==> config.mk <==
export PLATFORM = sky130hd
export DESIGN_NAME = lbfs_status_one
export DESIGN_NICKNAME = d
export VERILOG_FILES = /design/src/hw/lbfs_pkg.sv /design/src/hw/lbfs_status_one.sv /design/src/hw/lbfs_event_count.sv
export SDC_FILE = /design/constraint.sdc
export NUM_CORES = 1
export LEC_CHECK = 0
export BUFFER_PORTS_ARGS = -buffer_cell sky130_fd_sc_hd__buf_2
export CORE_MARGIN = 2
export CORE_UTILIZATION = 56
export DETAILED_ROUTE_END_ITERATION = 16
export PLACE_DENSITY = 0.79
export SKIP_CTS_REPAIR_TIMING = 1
export SLEW_MARGIN = 40
export SYNTH_ARGS = -nofsm -noshare
export SYNTH_HDL_FRONTEND = slang
export SYNTH_SLANG_ARGS = --single-unit
==> constraint.sdc <==
create_clock -name i_ref_clk -period 10.3 [get_ports i_ref_clk]
set_input_delay 1.545 -clock i_ref_clk [delete_from_list [all_inputs] [get_ports i_ref_clk]]
set_output_delay 1.545 -clock i_ref_clk [all_outputs]
set_load 0.03 [all_outputs]
==> src/hw/lbfs_pkg.sv <==
package lbfs_pkg;

	// ------------------------------------------------------------
	// serial address and word layout of the first status word
	// ------------------------------------------------------------
	localparam int unsigned ADDR_W                 = 6;          // serial address width
	localparam logic [5:0]  FAULT_STATUS_ONE_ADDR  = 6'h05;      // address of the word
	localparam int unsigned WORD_W                 = 24;         // status word width
	localparam logic [23:0] FAULT_STATUS_ONE_RESET = 24'h00_0000; // reset value of bits 23..1; bit 0 reads 1 after reset
	localparam int unsigned VOLT1_LSB              = 16;         // string 1 sample, 23..16
	localparam int unsigned VOLT2_LSB              = 8;          // string 2 sample, 15..8
	localparam int unsigned VOLT_W                 = 8;          // converter result width
	localparam int unsigned SHORT1_BIT             = 7;          // short_flag_ch1
	localparam int unsigned SHORT2_BIT             = 6;          // short_flag_ch2
	localparam int unsigned OVERHEAT_FLAG_CH1_BIT               = 5;          // overheat_flag_ch1
	localparam int unsigned WARN_HIGH_BIT          = 4;          // heat_warn_high_ch1
	localparam int unsigned WARN_LOW_BIT           = 3;          // heat_warn_low_ch1
	localparam int unsigned MINON1_BIT             = 2;          // short_ontime_flag_ch1
	localparam int unsigned MINON2_BIT             = 1;          // short_ontime_flag_ch2
	localparam int unsigned PARITY_BIT             = 0;          // odd parity

	// ------------------------------------------------------------
	// counts and timing
	// ------------------------------------------------------------
	localparam int unsigned MINON_LIMIT       = 32;     // short cycles tolerated
	localparam int unsigned CLK_PERIOD_PS     = 25000;  // 40 mhz reference clock
	localparam int unsigned OVERHEAT_FILTER_NS = 32000; // overheat_filter_time
	localparam int unsigned RETRY_PERIOD_US   = 50000;  // retry_period
	// least time, rounded up
	localparam int unsigned OVERHEAT_FILTER_CYCLES =
		(OVERHEAT_FILTER_NS * 1000 + CLK_PERIOD_PS - 1) / CLK_PERIOD_PS;
	// period, rounded down
	localparam int unsigned RETRY_PERIOD_CYCLES =
		int'((64'(RETRY_PERIOD_US) * 64'd1000000) / 64'(CLK_PERIOD_PS));

endpackage

==> src/hw/lbfs_status_one.sv <==
// Function
// - string 1 on-voltage in top byte
// - string 2 on-voltage in second byte
// - direct or serial dimming: sample continuously while on
// - internal dimming: sample just before on-phase ends
// - short flag sets with min-on flag, low voltage
// - short flag holds channel off until cleared
// - limp-home auto-clears channel 1 short, min-on
// - filtered overheat sets flag, latches channel 1 off
// - overheat clear accepted only when cooled
// - limp-home retries overheat each retry period
// - live warning bits with hysteresis
// - min-on flag after more than 32 short cycles
// - min-on flag holds channel off until cleared
// - bit 0 carries odd parity
// - word at address 0x05, resets to zero except parity bit 0, which reads 1
// - watchdog failure enters limp-home, flag latched
`timescale 1ns/1ps
`default_nettype none

module lbfs_status_one #(
	parameter int unsigned P_RETRY_CYCLES = lbfs_pkg::RETRY_PERIOD_CYCLES
) (
	input  wire logic                         i_ref_clk,
	input  wire logic                         i_rst,
	// register access from the serial frame logic
	input  wire logic                         i_acc_valid,
	input  wire logic [lbfs_pkg::ADDR_W-1:0]  i_acc_addr,
	input  wire logic                         i_acc_clear,
	output logic                              o_acc_hit,
	output logic [lbfs_pkg::WORD_W-1:0]       o_acc_data,
	// converter and dimming, same clock
	input  wire logic [lbfs_pkg::VOLT_W-1:0]  i_adc1_data,
	input  wire logic [lbfs_pkg::VOLT_W-1:0]  i_adc2_data,
	input  wire logic [1:0]                   i_adc_valid,
	input  wire logic [1:0]                   i_ch_on,
	input  wire logic [1:0]                   i_dim_internal,
	input  wire logic [1:0]                   i_dim_on_end,
	input  wire logic [1:0]                   i_short_ontime,
	input  wire logic                         i_watchdog_failure_flag,
	input  wire logic                         i_wd_flag_clear,
	// analog comparators, asynchronous
	input  wire logic [1:0]                   i_vled_avg_low,
	input  wire logic                         i_tj_over_shutdown,
	input  wire logic                         i_tj_below_restart,
	input  wire logic                         i_tj_over_warn_high,
	input  wire logic                         i_tj_below_warn_high_hys,
	input  wire logic                         i_tj_over_warn_low,
	input  wire logic                         i_tj_below_warn_low_hys,
	// results
	output logic [1:0]                        o_ch_enable,
	output logic                              o_limp_home_mode,
	output logic                              o_watchdog_failure_flag
);
	import lbfs_pkg::*;

	// ------------------------------------------------------------
	// sizes and synchroniser bit positions
	// ------------------------------------------------------------
	localparam int unsigned FILT_W  = $clog2(OVERHEAT_FILTER_CYCLES + 1);
	localparam int unsigned RETRY_W = $clog2(P_RETRY_CYCLES + 1);
	localparam int unsigned CNT_W   = $clog2(MINON_LIMIT + 2);
	localparam int unsigned SY_AVG1 = 0;  // string 1 average below 1.5 v
	localparam int unsigned SY_AVG2 = 1;  // string 2 average below 1.5 v
	localparam int unsigned SY_TSD  = 2;  // at or above shutdown_temperature
	localparam int unsigned SY_COOL = 3;  // below shutdown minus hysteresis
	localparam int unsigned SY_TW2  = 4;  // at or above high warning
	localparam int unsigned SY_TW2C = 5;  // below high warning minus hysteresis
	localparam int unsigned SY_TW1  = 6;  // at or above low warning
	localparam int unsigned SY_TW1C = 7;  // below low warning minus hysteresis

	// ------------------------------------------------------------
	// state of the block, apart from the short on-time counters
	// ------------------------------------------------------------
	typedef struct packed {
		logic [7:0]              sync1;     // first synchroniser stage
		logic [7:0]              sync2;     // second synchroniser stage
		logic [VOLT_W-1:0]       volt1;     // string1_on_voltage
		logic [VOLT_W-1:0]       volt2;     // string2_on_voltage
		logic [1:0]              short_f;   // short flags, ch2..ch1
		logic [1:0]              minon_f;   // short on-time flags
		logic                    ovt;       // overheat_flag_ch1
		logic                    warn_hi;   // heat_warn_high_ch1
		logic                    warn_lo;   // heat_warn_low_ch1
		logic                    limp;      // limp_home_mode
		logic                    wd_flag;   // watchdog_failure_flag
		logic [FILT_W-1:0]       filt_cnt;  // overheat persistence
		logic [RETRY_W-1:0]      retry_cnt; // auto-restart timer
		logic [WORD_W-1:0]       acc_data;  // word returned to host
		logic                    acc_hit;   // answer strobe
	} lbfs_state_s;

	lbfs_state_s state_reg;   // registered state
	lbfs_state_s state_next;  // next state

	logic [WORD_W-1:0] word;       // live status word with parity
	logic              rd_clear;   // read-and-clear of this word
	logic [1:0]        take;       // voltage sample strobes
	logic [1:0]        reach;      // short-cycle count passed limit
	logic [1:0]        cnt_clear;  // short-cycle counter clear
	logic              ovt_set;    // filtered overheat event
	logic              retry_tick; // auto-restart period elapsed
	logic              cool;       // synchronised cooled level

	// ------------------------------------------------------------
	// live word and decode
	// ------------------------------------------------------------
	always_comb begin
		word = FAULT_STATUS_ONE_RESET;
		word[VOLT1_LSB +: VOLT_W] = state_reg.volt1;
		word[VOLT2_LSB +: VOLT_W] = state_reg.volt2;
		word[SHORT1_BIT]          = state_reg.short_f[0];
		word[SHORT2_BIT]          = state_reg.short_f[1];
		word[OVERHEAT_FLAG_CH1_BIT]            = state_reg.ovt;
		word[WARN_HIGH_BIT]       = state_reg.warn_hi;
		word[WARN_LOW_BIT]        = state_reg.warn_lo;
		word[MINON1_BIT]          = state_reg.minon_f[0];
		word[MINON2_BIT]          = state_reg.minon_f[1];
		word[PARITY_BIT]          = ~(^word[WORD_W-1:1]);
	end

	assign rd_clear = i_acc_valid && i_acc_clear && (i_acc_addr == FAULT_STATUS_ONE_ADDR);
	assign cool     = state_reg.sync2[SY_COOL];

	// sample strobe per channel
	always_comb begin
		for (int c = 0; c < 2; c++) begin
			take[c] = i_ch_on[c] && (i_dim_internal[c] ? i_dim_on_end[c]
				: i_adc_valid[c]);
		end
	end

	// overheat persistence and retry period
	assign ovt_set    = state_reg.sync2[SY_TSD] &&
		(state_reg.filt_cnt == FILT_W'(OVERHEAT_FILTER_CYCLES));
	assign retry_tick = state_reg.limp &&
		(state_reg.retry_cnt == RETRY_W'(P_RETRY_CYCLES - 1));

	// ------------------------------------------------------------
	// short on-time counters, one per channel
	// ------------------------------------------------------------
	for (genvar g = 0; g < 2; g++) begin : g_minon
		lbfs_event_count #(
			.LIMIT (MINON_LIMIT),
			.CNT_W (CNT_W)
		) u_count (
			.i_ref_clk (i_ref_clk),
			.i_rst     (i_rst),
			.i_event   (i_short_ontime[g]),
			.i_clear   (cnt_clear[g]),
			.o_reach   (reach[g])
		);
	end
	assign cnt_clear = state_reg.minon_f & ~state_next.minon_f;

	// ------------------------------------------------------------
	// next state
	// ------------------------------------------------------------
	always_comb begin
		state_next       = state_reg;
		state_next.sync1 = {i_tj_below_warn_low_hys, i_tj_over_warn_low,
			i_tj_below_warn_high_hys, i_tj_over_warn_high,
			i_tj_below_restart, i_tj_over_shutdown, i_vled_avg_low};
		state_next.sync2 = state_reg.sync1;

		// voltage samples; read-and-clear loses to a new sample
		if (rd_clear) begin
			state_next.volt1 = '0;
			state_next.volt2 = '0;
		end
		if (take[0]) begin
			state_next.volt1 = i_adc1_data;
		end
		if (take[1]) begin
			state_next.volt2 = i_adc2_data;
		end

		// host clear of latched flags, then auto-clear, then sets
		if (rd_clear) begin
			state_next.short_f = '0;
			state_next.minon_f = '0;
			if (cool) begin
				state_next.ovt = 1'b0;
			end
		end
		if (retry_tick) begin
			state_next.short_f[0] = 1'b0;
			state_next.minon_f[0] = 1'b0;
			if (cool) begin
				state_next.ovt = 1'b0;
			end
		end
		for (int c = 0; c < 2; c++) begin
			if (reach[c]) begin
				state_next.minon_f[c] = 1'b1;
				if (state_reg.sync2[SY_AVG1 + c]) begin
					state_next.short_f[c] = 1'b1;
				end
			end
		end
		if (ovt_set) begin
			state_next.ovt = 1'b1;
		end

		// live warnings with hysteresis
		if (state_reg.sync2[SY_TW2]) begin
			state_next.warn_hi = 1'b1;
		end else if (state_reg.sync2[SY_TW2C]) begin
			state_next.warn_hi = 1'b0;
		end
		if (state_reg.sync2[SY_TW1]) begin
			state_next.warn_lo = 1'b1;
		end else if (state_reg.sync2[SY_TW1C]) begin
			state_next.warn_lo = 1'b0;
		end

		// watchdog failure in active mode enters limp-home
		if (i_wd_flag_clear) begin
			state_next.wd_flag = 1'b0;
		end
		if (i_watchdog_failure_flag && !state_reg.limp) begin
			state_next.limp    = 1'b1;
			state_next.wd_flag = 1'b1;
		end

		// overheat persistence counter, saturating
		if (!state_reg.sync2[SY_TSD]) begin
			state_next.filt_cnt = '0;
		end else if (!ovt_set) begin
			state_next.filt_cnt = state_reg.filt_cnt + FILT_W'(1);
		end

		// auto-restart timer runs only in limp-home
		if (!state_reg.limp || retry_tick) begin
			state_next.retry_cnt = '0;
		end else begin
			state_next.retry_cnt = state_reg.retry_cnt + RETRY_W'(1);
		end

		// answer: the word as it stood when the access was taken
		state_next.acc_hit = i_acc_valid && (i_acc_addr == FAULT_STATUS_ONE_ADDR);
		if (state_next.acc_hit) begin
			state_next.acc_data = word;
		end
	end

	// ------------------------------------------------------------
	// state register
	// ------------------------------------------------------------
	always_ff @(posedge i_ref_clk or posedge i_rst) begin
		if (i_rst) begin
			state_reg <= '0;
		end else begin
			state_reg <= state_next;
		end
	end

	// ------------------------------------------------------------
	// outputs
	// ------------------------------------------------------------
	assign o_acc_hit  = state_reg.acc_hit;
	assign o_acc_data = state_reg.acc_data;
	assign o_ch_enable[0] = !state_reg.short_f[0] && !state_reg.minon_f[0] && !state_reg.ovt;
	assign o_ch_enable[1] = !state_reg.short_f[1] && !state_reg.minon_f[1];
	assign o_limp_home_mode        = state_reg.limp;
	assign o_watchdog_failure_flag = state_reg.wd_flag;
endmodule

`default_nettype wire

==> src/hw/lbfs_event_count.sv <==
`timescale 1ns/1ps
`default_nettype none

// ------------------------------------------------------------
// saturating event counter, pulses when count passes the limit
// ------------------------------------------------------------
module lbfs_event_count #(
	parameter int unsigned LIMIT = 32,
	parameter int unsigned CNT_W = 6
) (
	input  wire logic i_ref_clk,
	input  wire logic i_rst,
	input  wire logic i_event,
	input  wire logic i_clear,
	output logic      o_reach
);

	logic [CNT_W-1:0] count_reg;  // events seen since clear
	logic [CNT_W-1:0] count_next;

	// pulse on the event that makes the count exceed the limit
	assign o_reach = i_event && (count_reg == CNT_W'(LIMIT));

	// clear restarts the count; an event in the clear cycle counts once
	always_comb begin
		count_next = count_reg;
		if (i_clear) begin
			count_next = i_event ? CNT_W'(1) : '0;
		end else if (i_event && count_reg <= CNT_W'(LIMIT)) begin
			count_next = count_reg + CNT_W'(1);
		end
	end

	always_ff @(posedge i_ref_clk or posedge i_rst) begin
		if (i_rst) begin
			count_reg <= '0;
		end else begin
			count_reg <= count_next;
		end
	end

endmodule

`default_nettype wire

# [After elaboration in Yosys (flattened, before gate mapping)]
# Cells that the tools add are included.
[classes] eq_ne=6 n_addsub=4 n_bitwise=3 mul=0 order_cmp=2 div=0 shifts=0 reduce_logical=30 mux=32
[op_table] operator="6-bit 2-to-1 mux" n=4
[op_table] operator="23-bit XOR reduction" n=1
[op_table] operator="11-bit 2-to-1 mux" n=2
[op_table] operator="21-bit by 1-bit adder with 21-bit output, second input constant" n=1
[op_table] operator="21-bit equality test, second input constant" n=1
[op_table] operator="21-bit 2-to-1 mux" n=1
[op_table] operator="1-bit 2-to-1 mux" n=20
[op_table] operator="16-bit 2-to-1 mux" n=1
[op_table] operator="8-bit 2-to-1 mux" n=2
[op_table] operator="1-bit logical AND" n=15
[op_table] operator="2-bit nonzero test" n=7
[op_table] operator="6-bit by 1-bit adder with 6-bit output, second input constant" n=2
[op_table] operator="6-bit equality test, second input constant" n=2
[op_table] operator="6-bit less-or-equal comparator, second input constant" n=2
[op_table] operator="11-bit by 1-bit adder with 11-bit output, second input constant" n=1
[op_table] operator="11-bit equality test, second input constant" n=1
[op_table] operator="6-bit by 3-bit equality test with 1-bit output, second input constant" n=1
[op_table] operator="1-bit logical NOT" n=6
[op_table] operator="5-bit 2-to-1 mux" n=1
[op_table] operator="2-bit bitwise AND" n=1
[op_table] operator="2-bit 2-to-1 mux" n=1
[op_table] operator="2-bit inequality test, second input constant" n=1
[op_table] operator="2-bit NOT" n=1
[op_table] operator="1-bit logical OR" n=1
[op_table] operator="1-bit NOT" n=1
[word_totals] output_inout_bits=29 ff_bits=110 input_bits=46 rom_bits=0 ramBits=0 mem_count=0 word_cells=94 latchBits=0

# [Depth between registers and ports, before layout]
# Gate-level depths: netlist of run 1.
[depth] ltp_word=9 mapped_depth=7 ltp_nobuf=7

# [Cells and area by module]
# A second synthesis of run 1 with hierarchy kept.
[unflattened] cells_unflattened=464 hier_area_um2=5104.9
[by_module_without_submodules] module="lbfs_status_one" cells_per_inst=380 instances=1 seq_area_each_um2=2452.4 area_each_um2=4294.1
[by_module_without_submodules] module="lbfs_event_count" cells_per_inst=42 instances=2 seq_area_each_um2=150.1 area_each_um2=405.4

# [Least setup slack after synthesis of run 1]
# Ideal clock, no wire load.
[synth_path] path_type="in2reg" from="input port i_acc_addr[3] (netlist bit)" to="register g_minon[0].u_count.count_reg[0]" cell_stages=5 path_buffers=0 required_ps=10175 t_arrival_ps=2717 setup_time_ps=125 setup_slack_ps=7458 path_cell_list="nor4b_2 nand4_1 o31a_1 nor3b_4 mux2_4"
[synth_between] elab_chain_cells=8 elab_cells_between_ends=9 classes_between="1 x eq/ne; 4 x mux; 2 x bitwise; 2 x reduce/logical"
[synth_lines] element="from (decl)" line_no="lbfs_status_one.sv:28" rtl="input wire logic [lbfs_pkg::ADDR_W-1:0] i_acc_addr,"
[synth_lines] element="6-bit by 3-bit equality test with 1-bit output *" line_no="lbfs_status_one.sv:122" rtl="assign rd_clear = i_acc_valid && i_acc_clear && (i_acc_addr == FAULT_STATUS_ONE_ADDR);"
[synth_lines] element="1-bit logical AND *" line_no="lbfs_status_one.sv:122"
[synth_lines] element="5-bit 2-to-1 mux *" line_no="lbfs_status_one.sv:179" rtl="if (rd_clear) begin"
[synth_lines] element="2-bit 2-to-1 mux *" line_no="lbfs_status_one.sv:186" rtl="if (retry_tick) begin"
[synth_lines] element="1-bit 2-to-1 mux *" line_no="lbfs_status_one.sv:194" rtl="if (reach[c]) begin"
[synth_lines] element="2-bit NOT *" line_no="lbfs_status_one.sv:154" rtl="assign cnt_clear = state_reg.minon_f & ~state_next.minon_f;"
[synth_lines] element="2-bit bitwise AND *" line_no="lbfs_status_one.sv:154"
[synth_lines] element="6-bit 2-to-1 mux / 2-bit nonzero test (equally long branches)"
[synth_lines] element="to (signal assigned)" line_no="lbfs_event_count.sv:38" rtl="count_reg <= count_next;"
[synth_lines] element="to (decl)" line_no="lbfs_event_count.sv:18" rtl="logic [CNT_W-1:0] count_reg;"
# Mark *: on every way between the ends. The rest lies on a longest branch, timed or not.
# A chain may end at the register's enable or synchronous reset.

# [Final worst setup path of run 1]
# Ends and elaborated chain as after synthesis.

==> out/qor.csv, run 1 <==
stage;metric;value;unit
yosys;yosys.cell_count.top_type;dfrtp_1;
power;power_leakage;2.69;nW
die;std_cell_rows;34;
placed_design;gp_routability_congestion;0.850;
yosys;synth.top_cells.by_area;dfrtp_1 (56%), mux2_2 (5.2%), xnor2_1 (5.0%), xor2_1 (4.4%), buf_4 (3.6%);
clocking;clk_transition_reported_paths;0.10;ns
critical_path;crit_start;i_acc_addr[3];
critical_path;cell_family_contributing_the_most_delay_on_the_critical_path;simple AND/OR/NAND/NOR gates;
critical_path;startpoint_type;input pin;
sta;max_slew_margin;0.528;
global_route;grt_first_pass_wirelength;14900;µm
yosys;synth_sequential_area_ratio;0.556;
yosys;post_synth_inst_count;445;
yosys;synth_common_cells;dfrtp_1 (110), nand2_1 (47), nor2_1 (42), xnor2_1 (28), xor2_1 (25);
sta;totalNegativeSetupSlack;0;ns
global_route;pin_count_of_the_biggest_net_entering_global_routing;60;
finish;num_antenna_cells;0;
yosys;ys_types;51;
sta;unrepaired_setup_endpoints_after_global_routing;false;
route;drt-vias-per-instance;5.22;
sta;report.final.hold_viol_count;0;
yosys;netlist.top_cell.by_area;dfrtp_1;
status;outcome;completed;
route;detail_route.first_pass.iterations;4;
yosys;synthDominantCellAreaShare;0.556;
die;core_area;8640;µm²
sta;finalWorstPathRequiredPeriod;2.89;ns
sta;finalCritPeriodShare;0.281;
sta;maxClockFrequency;346;MHz
clocking;longest_clk_path_bufs;2;
critical_path;worstSetupPathDepth;7;
route;detail_route.wl_per_cell;14.0;µm
critical_path;r2r-start;state_reg[25];
finish;final_cell_area;5480;µm²
critical_path;r2r_slack;8.27;ns
critical_path;critPathRequiredTime;10.57;ns
placed_design;place.detailed.hpwl;6020;µm
placed_design;placedInstanceArea;5280;µm²
sta;timing.final.setup_violations;0;
clocking;cts_tree;yes;
clocking;numCtsBuffers;9;
finish;fraction_of_final_layout_cells_with_drive_strength_greater_than_1;0.271;
route;drcViolationCount;0;
power;ir_worst_vdd;0.114;mV
yosys;async_reset_ff_frac;1.00;
finish;largest_register_ff_count;62;
route;postRouteAntennaNets;0;
clocking;cts_root_buf;clkbuf_8;
sta;final.setup_skew;0.0136;ns
yosys;dominantRegCellSynth;dfrtp_1;
power;power-per-cell-area;202;nW/µm²
critical_path;ff2ff_path_depth;6;
sta;maxSlewViolCount;0;
die;die_width;98.1;µm
sta;fin_hold_ws;0.356;ns
yosys;synth_enable_flop_cells;0;
critical_path;critical_path.max_fanout;20;
yosys;postSynthAreaPerCell;11.1;µm²
clocking;tritoncts_num_sinks;110;
yosys;synth-seq-cells;110;
job;cap_violations;0;
sta;slew_at_the_pin_with_the_worst_max_slew_slack;0.709;ns
finish;layout_net_count;554;
finish;filler_cell_count;715;
die;top_level_ports;75;
route;wirelength;8590;µm
critical_path;critical_path.reg2reg.endpoint;g_minon[0].u_count.count_reg[0];
critical_path;cpPeakStageDelay;0.33;ns
finish;areaGrowthSynthToFinish;10.6;%
placed_design;preCtsSetupSlack;7.02;ns
critical_path;crit_path_top_delay_cell;nor3b_4;
global_route;total_gr_overflow;0;
min_path;worstHoldPathType;reg2reg;
sta;timing.final.ws_setup;7.41;ns
yosys;mappedNetlistArea;4950;µm²
route;num_vias;3203;
yosys;yosysWarnings;0;
clocking;worstSkewPairLatency;0.37;ns
global_route;antenna_found_initial;0;
critical_path;worstSetupEndpointType;register;
critical_path;critical_path_class;in2reg;
clocking;cts_htree_levels;3;
placed_design;place.detailed.instances;598;
route;drt-initial-drc-count;90;
critical_path;cp_num_buf_inv;2;
yosys;syn-num-nets;498;
finish;layoutNonFillerInstCount;614;
finish;post-route-util;0.634;
die;initial_standard_cell_utilization_of_the_core;0.574;
global_route;grtUsageTotal;0.192;
die;fp.dieArea;9610;µm²
critical_path;arrival_time_at_the_worst_endpoint;3.16;ns
critical_path;crit_chain;buf_2 > nor4b_2 > nand4_1 > buf_4 > o31a_1 > nor3b_4 > mux2_4;
placed_design;io_buffers;74;
die;die_height;98.1;µm
global_route;grt_pass1_vias;3365;
min_path;worstHoldPathCells;0;
critical_path;setup.worst_path.end;g_minon[0].u_count.count_reg[0];
power;report.power.total;1.11;mW
-- cells by family (layout without fill, tap and decap cells) --
group,after synthesis,in the layout,synth area share
AOI/OAI and AO/OA,40,40,0.0485
xor gates and xnor gates,54,54,0.0983
adders and majority gates,7,7,0.0177
buffers and inverters,50,111,0.0563
DFF,110,110,0.556
muxes,26,26,0.0594
and+or+nand+nor,158,158,0.164
-- power breakdown --
group / internal, mW / switching [mW] / leakage [nW]
Sequential: 0.500 / 0.0673 / 1.41
Clock: 0.113 / 0.146 / 0.0956
Combinational: 0.141 / 0.139 / 1.18
-- worst min path at each step --
stage,startpoint,end,slack (ns)
3_3_place_gp,state_next[89],state_reg[89],0.33
5_1_grt,state_next[88],state_reg[88],0.36
2_1_floorplan,state_next[85],cool,0.33
6_report,state_next[85],cool,0.36
3_5_place_dp,state_next[85],cool,0.34
4_1_cts,state_next[85],cool,0.36
-- area by class of cell --
class	count	area (µm²)	area share
Tap cell	108	135	0.0247
Inverter	17	66.3	0.0121
Clock buffer	9	124	0.0226
Timing Repair Buffer	78	400	0.0731
Multi-Input combinational cell	285	1930	0.352
Clock inverter	7	72.6	0.0132
Sequential cell	110	2750	0.503
-- layer usage --
| layer | wire length (µm) | vias up | GRT usage |
|---|---|---|---|
| met2 | 4230 | 55 | 0.317 |
| met5 | 0 | - | 0 |
| met1 | 3920 | 1556 | 0.248 |
| met3 | 285 | 13 | 0.0372 |
| met4 | 151 | 0 | 0.0844 |
| li1 | - | 1579 | - |
-- worst reg2reg max path, stage by stage, from the launching register on --
cell     delay [ns]
dfrtp_1        0.45
ha_1           0.23
and2_2         0.16
nand3_1        0.08
o31a_1         0.36
nor3b_4        0.33
mux2_4         0.33
-- layout by cell type, fill, tap and decap left out, types with 6 or more instances in the layout --
| cell | n |
|---|---|
| dfrtp_1 | 110 |
| buf_2 | 74 |
| nand2_1 | 47 |
| nor2_1 | 42 |
| xnor2_1 | 28 |
| xor2_1 | 25 |
| mux2_2 | 23 |
| nand3_1 | 21 |
| o21ai_0 | 20 |
| inv_1 | 15 |
| nand4_1 | 9 |
| clkbuf_8 | 9 |
| ha_1 | 7 |
| a21oi_1 | 6 |
Note: power is estimated with default switching activity, not from simulation.
==> run 2: changes to the inputs <==
--- a/config.mk
+++ b/config.mk
@@ -5,11 +5,12 @@
 export SDC_FILE = /design/constraint.sdc
 export NUM_CORES = 1
 export LEC_CHECK = 0
+export ABC_AREA = 1
 export BUFFER_PORTS_ARGS = -buffer_cell sky130_fd_sc_hd__buf_2
 export CORE_MARGIN = 2
-export CORE_UTILIZATION = 56
+export CORE_UTILIZATION = 52
 export DETAILED_ROUTE_END_ITERATION = 16
-export PLACE_DENSITY = 0.79
+export PLACE_DENSITY = 0.76
 export SKIP_CTS_REPAIR_TIMING = 1
 export SLEW_MARGIN = 40
 export SYNTH_ARGS = -nofsm -noshare
==> constraint.sdc (replaced) <==
create_clock -name i_ref_clk -period 2.61 [get_ports i_ref_clk]
set_input_delay 0.3915 -clock i_ref_clk [delete_from_list [all_inputs] [get_ports i_ref_clk]]
set_output_delay 0.3915 -clock i_ref_clk [all_outputs]
set_load 0.03 [all_outputs]
==> run 2 against run 1 <==
Net effect: worst hold slack got worse by 0.25 ns; routed wire length increased by 20%; synthesized cell count increased by 41%; cell count increased by 34%; combinational power increased to 3.7 times the previous value; register-to-register slack got worse by 7.4 ns; synthesized area increased by 8.1%; largest cell class unchanged; clock-buffer cell count increased by 1; first-iteration DRC count increased by 120%; die area increased by 16%; global-route usage increased by 0.19 points; via count increased by 30%.
==> out/qor.csv, run 2 <==
stage;metric;value;unit
status;outcome;completed;
sta;max_slew_margin;0.536;
critical_path;critical_path_class;reg2out;
die;die_height;105;µm
yosys;post_synth_inst_count;629;
yosys;async_reset_ff_frac;1.00;
clocking;cts_root_buf;clkbuf_8;
route;drcViolationCount;0;
min_path;worstHoldPathType;in2async;
power;power_leakage;3.15;nW
sta;timing.final.setup_violations;0;
placed_design;io_buffers;74;
critical_path;critical_path.max_fanout;4;
route;detail_route.wl_per_cell;12.5;µm
sta;slew_at_the_pin_with_the_worst_max_slew_slack;0.695;ns
route;num_vias;4148;
route;wirelength;10300;µm
finish;mostFrequentLayoutCell;nand2_1;
clocking;longest_clk_path_bufs;2;
yosys;synth_enable_flop_cells;0;
route;drt-initial-drc-count;196;
yosys;yosysWarnings;0;
global_route;antenna_found_initial;0;
finish;largest_register_ff_count;62;
die;die_width;105;µm
sta;totalNegativeSetupSlack;0;ns
placed_design;place.detailed.hpwl;7720;µm
global_route;pin_count_of_the_biggest_net_entering_global_routing;48;
critical_path;critPathRequiredTime;2.22;ns
yosys;yosys.cell_count.top_type;nand2_1;
die;initial_standard_cell_utilization_of_the_core;0.528;
yosys;synth.top_cells.by_area;dfrtp_1 (51%), nand2_1 (10%), inv_1 (7.4%), buf_4 (3.4%), o21ai_0 (3.0%);
yosys;synth_common_cells;nand2_1 (146), dfrtp_1 (110), inv_1 (106), nor2_1 (32), o21ai_0 (32);
die;core_area;10100;µm²
sta;timing.final.ws_setup;0.834;ns
yosys;synthDominantCellAreaShare;0.514;
yosys;syn-num-nets;682;
sta;finalWorstPathRequiredPeriod;1.78;ns
critical_path;arrival_time_at_the_worst_endpoint;1.38;ns
finish;layout_net_count;738;
placed_design;gp_routability_congestion;0.899;
clocking;clk_transition_reported_paths;0.10;ns
global_route;global_route.usage.met3;0.0291;
route;postRouteAntennaNets;0;
sta;fin_hold_ws;0.108;ns
global_route;gr_util_met2;0.343;
job;cap_violations;0;
yosys;ys_types;40;
sta;maxSlewViolCount;0;
route;detail_route.first_pass.iterations;4;
critical_path;startpoint_type;register;
sta;final.setup_skew;0.0149;ns
global_route;grtUsageTotal;0.194;
yosys;mappedNetlistArea;5350;µm²
die;fp.dieArea;11100;µm²
route;drt-vias-per-instance;5.03;
yosys;synth-seq-cells;110;
yosys;synth_sequential_area_ratio;0.514;
clocking;worstSkewPairLatency;0.37;ns
clocking;cts_tree;yes;
finish;fraction_of_final_layout_cells_with_drive_strength_greater_than_1;0.181;
power;report.power.total;4.26;mW
power;ir_worst_vdd;0.280;mV
power;power-per-cell-area;716;nW/µm²
critical_path;worstSetupEndpointType;output port;
die;top_level_ports;75;
sta;maxClockFrequency;563;MHz
global_route;grt_first_pass_wirelength;17600;µm
placed_design;preCtsSetupSlack;0.875;ns
finish;mostFrequentLayoutCells;nand2_1 (146), dfrtp_1 (110), inv_1 (105), buf_2 (74);
global_route;layer_carrying_the_most_global_route_usage;met2;
yosys;netlist.top_cell.by_area;dfrtp_1;
sta;unrepaired_setup_endpoints_after_global_routing;false;
global_route;grt_pass1_vias;4049;
clocking;numCtsBuffers;9;
clocking;cts_htree_levels;3;
die;std_cell_rows;37;
global_route;total_gr_overflow;0;
yosys;postSynthAreaPerCell;8.51;µm²
yosys;dominantRegCellSynth;dfrtp_1;
clocking;tritoncts_num_sinks;110;
finish;areaGrowthSynthToFinish;11.1;%
sta;report.final.hold_viol_count;0;
sta;finalCritPeriodShare;0.680;
global_route;globalRouteMet1Util;0.243;
finish;num_antenna_cells;0;
-- run 2: cell count changes after synthesis, sizes merged, moves of 6 or more --
cell   change
nand2    +102
inv       +95
o21ai     +29
mux2      -24
xnor2     -23
xor2      -18
nor3      +17
o22ai     +15
a21oi     +13
nand3      +8
and3       -6
-- run 2: path summary, 6_finish.rpt --
path,from,endpoint,slack (ns),depth (start not counted)
worst max-delay path,state_reg[61],o_ch_enable[0],0.83,4
worst min-delay path,i_rst,state_reg[86],0.11,2
worst max register to register,g_minon[1].u_count.count_reg[0],g_minon[1].u_count.count_reg[3],0.85,9
worst min register to register,state_next[86],state_reg[86],0.35,0
max in group asynchronous,i_rst,state_reg[38],1.87,3
min in group i_ref_clk,i_tj_over_warn_high,state_next[86],0.13,1
-- run 2: critical path: stages (launching register included) --
cell and delay (ns):
dfrtp_1 0.42, inv_1 0.14, nand2_1 0.09, nor2_1 0.15
buf_2 0.22
-- run 2: where the power goes --
part / internal (mW) / total (mW) / leakage [nW] / switching (mW)
registers: 1.93 / 2.09 / 1.40 / 0.166
clock network: 0.566 / 1.12 / 0.113 / 0.558
logic: 0.373 / 1.05 / 1.64 / 0.673
total: 2.86 / 4.26 / 3.15 / 1.40
-- run 2: kinds of logic (layout without fill, tap and decap cells) --
logic type | count (synthesis) | in the layout | synth area share
flops | 110 | 110 | 0.514
compound gates | 96 | 96 | 0.104
simple gates | 261 | 261 | 0.228
buf+inv | 143 | 203 | 0.118
fa+ha+maj | 7 | 7 | 0.0164
xor+xnor | 12 | 12 | 0.0196
-- run 2: layer usage --
layer  wire, µm  up-vias
li1           -     2096
met1       4560     1955
met2       5270       83
met3        384       14
met4        121        0
met5          0        -
-- run 2: area by class of cell --
cell class / count / area, µm²
Clock inverter: 5 / 82.6
Inverter: 111 / 420
Clock buffer: 10 / 138
Fill cell: 857 / 4190
Multi-Input combinational cell: 376 / 1970
Timing Repair Buffer: 77 / 418
Tap cell: 136 / 170
Sequential cell: 110 / 2750
-- run 2: stage by stage --
step	area, µm²	instances	utilization
after floorplan	5360	629	-
after global placement	5730	810	0.565
after detailed placement	5730	810	0.565
after CTS	5950	825	0.587
after global routing	5950	825	0.587
final	5950	825	0.587
